[src/design/wdt_defines.vh]
/*
 * Constants for the watchdog and address-trap block: register offsets, bit
 * positions, reset values, control codes and timing counts.
 * Assumes it is included by bare name into plain Verilog-2005 design files.
 */
// What this block does
// - Enable bit resets to one.
// - Control register resets to 0011_1001 pattern.
// - Disable code acts only when enable is zero.
// - Counter held cleared while disabled.
// - Action bit cannot return to one once zero.
// - Overflow with action zero raises watchdog interrupt.
// - Watchdog interrupt is non-maskable.
// - New watchdog interrupt served at once, nesting.
// - Overflow with action one resets hardware briefly.
// - Reset in low-speed mode restarts fast oscillator.
// - Period field selects overflow time, fourfold steps.
// - First control register is write-only, reads undefined.
// - Watchdog and trap settings share one register.
// - RAM trap setting applies after trap-apply code.
// - Special and buffer area fetches always trap.
// - Trap action bit picks interrupt or reset.
// - Trap action zero gives non-maskable trap interrupt.
// - Trap action one resets hardware briefly.
// - Counting pauses in stop, idle, sleep.
`ifndef WDT_DEFINES_VH
`define WDT_DEFINES_VH

`define WDT_OFF_CONTROL     12'h034
`define WDT_OFF_CODE        12'h035
`define WDT_OFF_STATUS      12'h038
`define WDT_OFF_MODE        12'h03C

`define WDT_BIT_ACTION      0
`define WDT_BIT_PERIOD_LO   1
`define WDT_BIT_ENABLE      3
`define WDT_BIT_TRAP_ACTION 4
`define WDT_BIT_RAM_TRAP    5

`define WDT_RESET_CONTROL   6'h39

`define WDT_CODE_CLEAR      8'h4E
`define WDT_CODE_DISABLE    8'hB1
`define WDT_CODE_TRAP_APPLY 8'hD2

`define WDT_FAST_EXP_LONG   25
`define WDT_SLOW_EXP_LONG   17
`define WDT_RESET_CYCLES    24

`endif

[src/design/wdt_pulse_stretch.v]
/*
 * Holds an internal reset request high for a fixed number of cycles.
 * Assumes one clock and a synchronous active-low reset.
 */
module wdt_pulse_stretch #(
    parameter LENGTH = 24
) (
    // Clock and reset.
    input  wire aclk,
    input  wire aresetn,
    // Request and stretched output.
    input  wire trigger,
    output reg  active
);
    reg [7:0] count;

    // A trigger loads the count; the output stays high until it runs out.
    always @(posedge aclk) begin
        if (!aresetn) begin
            count  <= 8'h00;
            active <= 1'b0;
        end else if (trigger) begin
            count  <= LENGTH[7:0] - 8'h01;
            active <= 1'b1;
        end else if (count != 8'h00) begin
            count <= count - 8'h01;
        end else begin
            active <= 1'b0;
        end
    end
endmodule

[src/design/wdt_top.v]
/*
 * Watchdog timer with address-trap control behind an AXI4-Lite slave.
 * Assumes the CPU-side signals (fetch trap strobes, power modes, clock
 * ticks) come from logic on aclk; tick inputs are one-cycle enables.
 */
`include "wdt_defines.vh"
module wdt_top #(
    parameter FAST_EXP = `WDT_FAST_EXP_LONG,
    parameter SLOW_EXP = `WDT_SLOW_EXP_LONG,
    parameter RST_LEN  = `WDT_RESET_CYCLES
) (
    // Clock and reset.
    input  wire        aclk,
    input  wire        aresetn,
    // AXI4-Lite write channels.
    input  wire [11:0] s_axi_awaddr,
    input  wire        s_axi_awvalid,
    output wire        s_axi_awready,
    input  wire [31:0] s_axi_wdata,
    input  wire [3:0]  s_axi_wstrb,
    input  wire        s_axi_wvalid,
    output wire        s_axi_wready,
    output reg  [1:0]  s_axi_bresp,
    output reg         s_axi_bvalid,
    input  wire        s_axi_bready,
    // AXI4-Lite read channels.
    input  wire [11:0] s_axi_araddr,
    input  wire        s_axi_arvalid,
    output wire        s_axi_arready,
    output reg  [31:0] s_axi_rdata,
    output reg  [1:0]  s_axi_rresp,
    output reg         s_axi_rvalid,
    input  wire        s_axi_rready,
    // Clock sources and power modes.
    input  wire        fast_tick,
    input  wire        slow_tick,
    input  wire        low_speed_mode,
    input  wire        clock_halt,
    // Instruction fetch classification.
    input  wire        fetch_ram,
    input  wire        fetch_special_area,
    // Events and resets.
    output reg         watchdog_interrupt,
    output reg         address_trap_interrupt,
    output wire        hardware_reset,
    output reg         fast_osc_restart
);
    // Reset image of the control byte, split into its fields below.
    localparam [5:0] RESET_CTL = `WDT_RESET_CONTROL;

    reg        overflow_action_select;
    reg [1:0]  overflow_period_select;
    reg        watchdog_enable_bit;
    reg        trap_action_select;
    reg        ram_trap_written;
    reg        ram_trap_enable;
    reg        divider_source_select;
    reg        wd_running;
    reg        wd_overflowed;
    reg [1:0]  wd_binary;
    reg [23:0] wd_divider;
    reg        aw_held;
    reg        w_held;
    reg [11:0] aw_addr;
    reg [31:0] w_data;
    reg [3:0]  w_strb;
    wire       use_slow;
    wire       tick;
    wire       div_carry;
    wire       overflow;
    wire       trap_hit;
    wire       wr_fire;
    wire       rst_trigger;
    wire [4:0] fast_stage;
    wire [4:0] slow_stage;

    // Address compare shared by the write and read decoders.
    function match;
        input [11:0] addr;
        input [11:0] offset;
        begin
            match = (addr[11:2] == offset[11:2]);
        end
    endfunction

    // Byte lane of the write data that belongs to a byte address.
    function [7:0] lane;
        input [31:0] data;
        input [1:0]  sel;
        begin
            lane = data[8*sel +: 8];
        end
    endfunction

    // Write channels are taken independently and held until both are in.
    assign s_axi_awready = !aw_held && !s_axi_bvalid;
    assign s_axi_wready  = !w_held && !s_axi_bvalid;
    assign s_axi_arready = !s_axi_rvalid;
    assign wr_fire       = aw_held && w_held && !s_axi_bvalid;

    always @(posedge aclk) begin
        if (!aresetn) begin
            aw_held      <= 1'b0;
            w_held       <= 1'b0;
            aw_addr      <= 12'h000;
            w_data       <= 32'h0000_0000;
            w_strb       <= 4'h0;
            s_axi_bvalid <= 1'b0;
            s_axi_bresp  <= 2'b00;
        end else begin
            if (s_axi_awvalid && s_axi_awready) begin
                aw_held <= 1'b1;
                aw_addr <= s_axi_awaddr;
            end
            if (s_axi_wvalid && s_axi_wready) begin
                w_held <= 1'b1;
                w_data <= s_axi_wdata;
                w_strb <= s_axi_wstrb;
            end
            if (wr_fire) begin
                aw_held      <= 1'b0;
                w_held       <= 1'b0;
                s_axi_bvalid <= 1'b1;
                if (match(aw_addr, `WDT_OFF_CONTROL) || match(aw_addr, `WDT_OFF_MODE))
                    s_axi_bresp <= 2'b00;
                else
                    s_axi_bresp <= 2'b10;
            end else if (s_axi_bvalid && s_axi_bready) begin
                s_axi_bvalid <= 1'b0;
            end
        end
    end

    // Shared control register, code register and mode register writes.
    // Control sits in byte 0 and the code register in byte 1 of one word.
    always @(posedge aclk) begin
        if (!aresetn) begin
            overflow_action_select <= RESET_CTL[`WDT_BIT_ACTION];
            overflow_period_select <= RESET_CTL[`WDT_BIT_PERIOD_LO +: 2];
            watchdog_enable_bit    <= RESET_CTL[`WDT_BIT_ENABLE];
            trap_action_select     <= RESET_CTL[`WDT_BIT_TRAP_ACTION];
            ram_trap_written       <= RESET_CTL[`WDT_BIT_RAM_TRAP];
            ram_trap_enable        <= RESET_CTL[`WDT_BIT_RAM_TRAP];
            wd_running             <= 1'b1;
            divider_source_select  <= 1'b0;
        end else if (wr_fire && match(aw_addr, `WDT_OFF_CONTROL)) begin
            if (w_strb[0]) begin
                // Once interrupt action is chosen it sticks until reset.
                overflow_action_select <= overflow_action_select & w_data[`WDT_BIT_ACTION];
                overflow_period_select <= w_data[`WDT_BIT_PERIOD_LO +: 2];
                watchdog_enable_bit    <= w_data[`WDT_BIT_ENABLE];
                trap_action_select     <= w_data[`WDT_BIT_TRAP_ACTION];
                ram_trap_written       <= w_data[`WDT_BIT_RAM_TRAP];
                if (w_data[`WDT_BIT_ENABLE])
                    wd_running <= 1'b1;
            end
            if (w_strb[1]) begin
                // Disable code counts only with the enable bit already low.
                if (lane(w_data, 2'd1) == `WDT_CODE_DISABLE && !watchdog_enable_bit)
                    wd_running <= 1'b0;
                // Pending RAM trap setting applies on the trap-apply code.
                else if (lane(w_data, 2'd1) == `WDT_CODE_TRAP_APPLY)
                    ram_trap_enable <= ram_trap_written;
                // Any other code value is dropped here.
            end
        end else if (wr_fire && match(aw_addr, `WDT_OFF_MODE) && w_strb[0]) begin
            divider_source_select <= w_data[0];
        end
    end

    // Divider runs from the selected source; it is never cleared by code.
    assign use_slow   = divider_source_select || low_speed_mode;
    assign tick       = (use_slow ? slow_tick : fast_tick) && !clock_halt;
    assign fast_stage = FAST_EXP[4:0] - 5'd2 - {2'b00, overflow_period_select, 1'b0};
    assign slow_stage = SLOW_EXP[4:0] - 5'd2 - {2'b00, overflow_period_select, 1'b0};
    assign div_carry  = tick &&
        (wd_divider[(use_slow ? slow_stage : fast_stage) - 5'd1 -: 1] == 1'b1) &&
        ((wd_divider & ((24'h00_0001 << (use_slow ? slow_stage : fast_stage)) - 24'h00_0001))
         == ((24'h00_0001 << (use_slow ? slow_stage : fast_stage)) - 24'h00_0001));
    assign overflow   = div_carry && wd_running && (wd_binary == 2'b11);

    always @(posedge aclk) begin
        if (!aresetn) begin
            wd_divider <= 24'h00_0000;
            wd_binary  <= 2'b00;
        end else begin
            if (tick)
                wd_divider <= wd_divider + 24'h00_0001;
            if (!wd_running)
                wd_binary <= 2'b00;
            else if (wr_fire && match(aw_addr, `WDT_OFF_CONTROL) && w_strb[1] &&
                     lane(w_data, 2'd1) == `WDT_CODE_CLEAR)
                wd_binary <= 2'b00;
            else if (div_carry)
                wd_binary <= wd_binary + 2'b01;
        end
    end

    // Trap detection: special areas always, RAM only when armed.
    assign trap_hit = fetch_special_area || (fetch_ram && ram_trap_enable);

    // Event pulses and the sticky overflow flag; each new pulse is raised regardless of nesting.
    always @(posedge aclk) begin
        if (!aresetn) begin
            watchdog_interrupt     <= 1'b0;
            address_trap_interrupt <= 1'b0;
            wd_overflowed          <= 1'b0;
            fast_osc_restart       <= 1'b0;
        end else begin
            watchdog_interrupt     <= overflow && !overflow_action_select;
            address_trap_interrupt <= trap_hit && !trap_action_select;
            wd_overflowed          <= wd_overflowed || overflow;
            fast_osc_restart       <= rst_trigger && low_speed_mode;
        end
    end

    // Reset requests from either source drive a short internal reset.
    assign rst_trigger = (overflow && overflow_action_select)
                       || (trap_hit && trap_action_select);

    wdt_pulse_stretch #(
        .LENGTH (RST_LEN)
    ) u_stretch (
        .aclk    (aclk),
        .aresetn (aresetn),
        .trigger (rst_trigger),
        .active  (hardware_reset)
    );

    // Reads: control word is undefined and returns zero; status shows state.
    always @(posedge aclk) begin
        if (!aresetn) begin
            s_axi_rvalid <= 1'b0;
            s_axi_rdata  <= 32'h0000_0000;
            s_axi_rresp  <= 2'b00;
        end else if (s_axi_arvalid && s_axi_arready) begin
            s_axi_rvalid <= 1'b1;
            s_axi_rresp  <= 2'b00;
            if (match(s_axi_araddr, `WDT_OFF_CONTROL)) begin
                s_axi_rdata <= 32'h0000_0000;
            end else if (match(s_axi_araddr, `WDT_OFF_STATUS)) begin
                s_axi_rdata <= {24'h00_0000, wd_overflowed, ram_trap_enable,
                                use_slow, wd_binary, overflow_action_select,
                                watchdog_enable_bit, wd_running};
            end else if (match(s_axi_araddr, `WDT_OFF_MODE)) begin
                s_axi_rdata <= {31'h0000_0000, divider_source_select};
            end else begin
                s_axi_rdata <= 32'h0000_0000;
                s_axi_rresp <= 2'b10;
            end
        end else if (s_axi_rvalid && s_axi_rready) begin
            s_axi_rvalid <= 1'b0;
        end
    end
endmodule

[config.mk]
export PLATFORM = sky130hd
export DESIGN_NAME = wdt_top
export DESIGN_NICKNAME = d
export VERILOG_FILES = /design/src/design/wdt_pulse_stretch.v /design/src/design/wdt_top.v
export VERILOG_INCLUDE_DIRS = /design/src /design/src/design
export SDC_FILE = /design/constraint.sdc
export NUM_CORES = 1
export LEC_CHECK = 0
export ABC_AREA = 1
export BUFFER_PORTS_ARGS = -buffer_cell sky130_fd_sc_hd__clkbuf_2
export CAP_MARGIN = 20
export CORE_UTILIZATION = 53
export DETAILED_ROUTE_END_ITERATION = 12
export HOLD_SLACK_MARGIN = 0.06
export PLACE_DENSITY = 0.8
export SYNTH_ARGS = -nofsm -noshare
export SYNTH_HDL_FRONTEND = slang
export SYNTH_SLANG_ARGS = --single-unit
[constraint.sdc]
create_clock -name aclk -period 2.7 [get_ports aclk]
set_input_delay 0.27 -clock aclk [delete_from_list [all_inputs] [get_ports aclk]]
set_output_delay 0.27 -clock aclk [all_outputs]
set_load 0.02 [all_outputs]
==> key figures <==
Run status
  • Status: completed

Logic synthesis
  • Synthesized area per cell: 6.80 sq um
  • Post-synthesis register bit count: 87
  • Register area share after synthesis: 39.9%
  • Synth area leader: dfxtp_1
  • Yosys warns: 0
  • Top-area cell type share of the netlist area: 39.9%
  • Synthesized area: 0.00436 sq mm
  • Top cells by area, synth: dfxtp_1 (40%), nand2_1 (11%), nor2_1 (8.3%)
  • Cells after synthesis: 642
  • Yosys cell types: 37

STA
  • Slew of the pin with the lowest slew margin: 0.684 ns
  • Final Setup Violations: 0
  • Final setup margin: 0.401 ns
  • Hold Vio Cnt, Final: 0
  • Slew margin rel.: 54.1%
  • Setup TNS: 0 ns
  • Tmin final: 2.30 ns
  • Fmax: 435 MHz
  • Hold WS: 0.148 ns
  • Final critical-path share of the clock period: 85.2%
  • RSZ-0062 raised after global routing: no
  • Final Skew: 0.0120 ns
  • Final Max Tran Viols: 0

Setup path
  • Arrival time worst endpoint: 2.56 ns
  • Crit path required time: 2.96 ns
  • Buf+Inv Stages, Crit Path: 1
  • WS Path Type: reg2reg
  • CP Launch Point: overflow_period_select[1]$_SDFFE_PN0P_
  • Type of element launching the critical path: flop
  • CP Capture Type: flop
  • Reg-to-reg startpoint: overflow_period_select[1]$_SDFFE_PN0P_
  • Worst reg-to-reg setup slack: 0.40 ns
  • Crit-path cells: inv_2, nor2_1, nand2_1, ha_1, nand2_1, nand2_1, nor2_1, nand3_1, nor2_1, nand2_1, nor2_2, nand4_2, nand3_1, nor2_1
  • CP delay by family, top: simple AND/OR/NAND/NOR gates
  • CP Max Fanout: 9
  • CP max stage delay: 0.46 ns
  • CP max-delay cell: dfxtp_1

Hold path
  • Hold Crit Start: s_axi_wdata[4]
  • Hold/Removal Path Class: in2reg

GRT
  • Antenna violations before repair: 0
  • Largest net degree at the start of global routing: 53
  • First-pass GRT wire length: 16400 microns
  • Vias in the first global route: 3781
  • Gr ovfl total: 0
  • All-Layer GR Usage: 23.8%

CTS
  • Clk Latency, worst-skew pair: 0.37 ns
  • Root Driver: clkbuf_8
  • CTS tree: built
  • Clock Path Buffers: 2
  • H-tree depth: 3
  • CTS Hold Bufs: 0
  • TritonCTS buffer count: 9
  • Clk slew on worst S/H paths: 0.10 ns
  • Post-CTS Setup Repair Bufs: 0
  • Clock sinks: 87
  • Post-CTS sizing: 0

Cells and area
  • Share of layout cells above drive strength 1: 14.7%
  • Commonest non-fill, non-tap cell in the layout: nand2_1
  • Commonest non-fill, non-tap cells in the layout: nand2_1 (133), nor2_1 (97), dfxtp_1 (87), inv_1 (75), clkbuf_2 (67)
  • Final net count: 782
  • Antenna cell count: 0
  • Area Overhead vs Synth: 12.0%

Placed design
  • Place WS: 0.435 ns
  • IO Port Bufs: 67
  • Final RePlAce weighted congestion: 0.908
  • HPWL after DPL: 7110 microns

Floorplan
  • Die width: 92.7 microns
  • Core region area: 0.00785 sq mm
  • Vert. Die Dim: 92.7 microns
  • Die ar.: 0.00860 sq mm
  • Row count: 32
  • Ports: 118
  • Initial Util: 55.6%

Power
  • Pwr Total: 2.65 mW
  • Leak pwr: 2.23 nW
  • VDD IR max: 0.286 mV
  • Pwr dens: 542 mW/mm^2

Job
  • Max_cap viols: 0

Routing
  • Post-detailed-route count of antenna-violating nets: 0
  • DRT Wirelength: 9540 microns
  • Via count: 4100
  • Routed wire per std cell: 11.8 microns
  • DR DRC count: 0
  • Iter 0 DRT Violations: 244
  • DRT Pass-1 Iters: 5
  • Number of vias per cell: 5.06
==> kinds of logic after synthesis <==
group / after synthesis / share of synthesized area [%]
buffers and inverters: 124 / 13.0
and+or+nand+nor: 315 / 31.2
adders and majority gates: 5 / 1.43
xor gates and xnor gates: 14 / 2.81
DFF: 87 / 39.9
other: 1 / 0.0860
AOI/OAI and AO/OA: 96 / 11.6
==> registers in the layout (all words and copies together), names as in the netlist, 2 cells and up <==
| signal | count |
|---|---|
| wd_divider | 23 |
| w_data | 14 |
| aw_addr | 10 |
| s_axi_rdata | 8 |
| u_stretch.count | 8 |
| overflow_period_select | 2 |
| w_strb | 2 |
| wd_binary | 2 |
==> worst min-delay path, delay by kind of cell <==
family	cells	cell delay [ns]
and+or+nand+nor	1	0.07
buffers and inverters	1	0.07
AOI/OAI and AO/OA	1	0.07
==> area by class of cell <==
cell class                 count  area, sq um
clock inverter                 7         86.3
tap                          102          128
multi-input combinational    456         2150
clock buffer                   9          124
sequential                    87         1740
inverter                      80          300
fill                         754         2960
timing repair buffer          70          358
==> cells in the mapped netlist (all sizes together) <==
cell type,number
or2,1
o21a,1
dfxtp,87
nor3,17
nand4,12
nor4,1
nand3b,2
a211oi,1
conb,1
o2111ai,1
xor2,12
xnor2,2
o21ai,44
ha,5
nand3,43
nor3b,1
inv,79
o32ai,1
clkbuf,13
a31oi,3
clkinv,1
o211ai,2
a21oi,42
buf,31
nand2,136
a41oi,1
nor2,102
==> final timing paths <==
| check | end | depth (start not counted) |
|---|---|---|
| worst max register to register | u_stretch.count[5]$_SDFFE_PP0P_ | 14 |
| worst min register to register | wd_overflowed$_SDFF_PN0_ | 2 |
| worst max-delay path | u_stretch.count[5]$_SDFFE_PP0P_ | 14 |
| worst min-delay path | w_data[4]$_SDFFE_PN0P_ | 3 |
==> through the flow <==
| stage | instance area [sq um] | instances | utilization, % |
|---|---|---|---|
| 2_1_floorplan | 4460 | 667 | - |
| 3_3_place_gp | 4680 | 795 | 59.6 |
| 3_5_place_dp | 4680 | 795 | 59.6 |
| 4_1_cts | 4890 | 811 | 62.3 |
| 5_1_grt | 4890 | 811 | 62.3 |
| 6_report | 4890 | 811 | 62.3 |
==> where the power goes <==
part	internal, mW	switching (mW)
logic	0.101	0.210
registers	1.34	0.0344
clock network	0.449	0.515
==> per-layer routing <==
metal	GRT usage, %	wire length [microns]	part of all wire, %
met1	29.9	4390	46
met5	0	0	0
met4	10.8	151	1.6
met3	3.12	531	5.6
met2	40.6	4470	47
No activity file was read; power rests on OpenSTA's default activity.
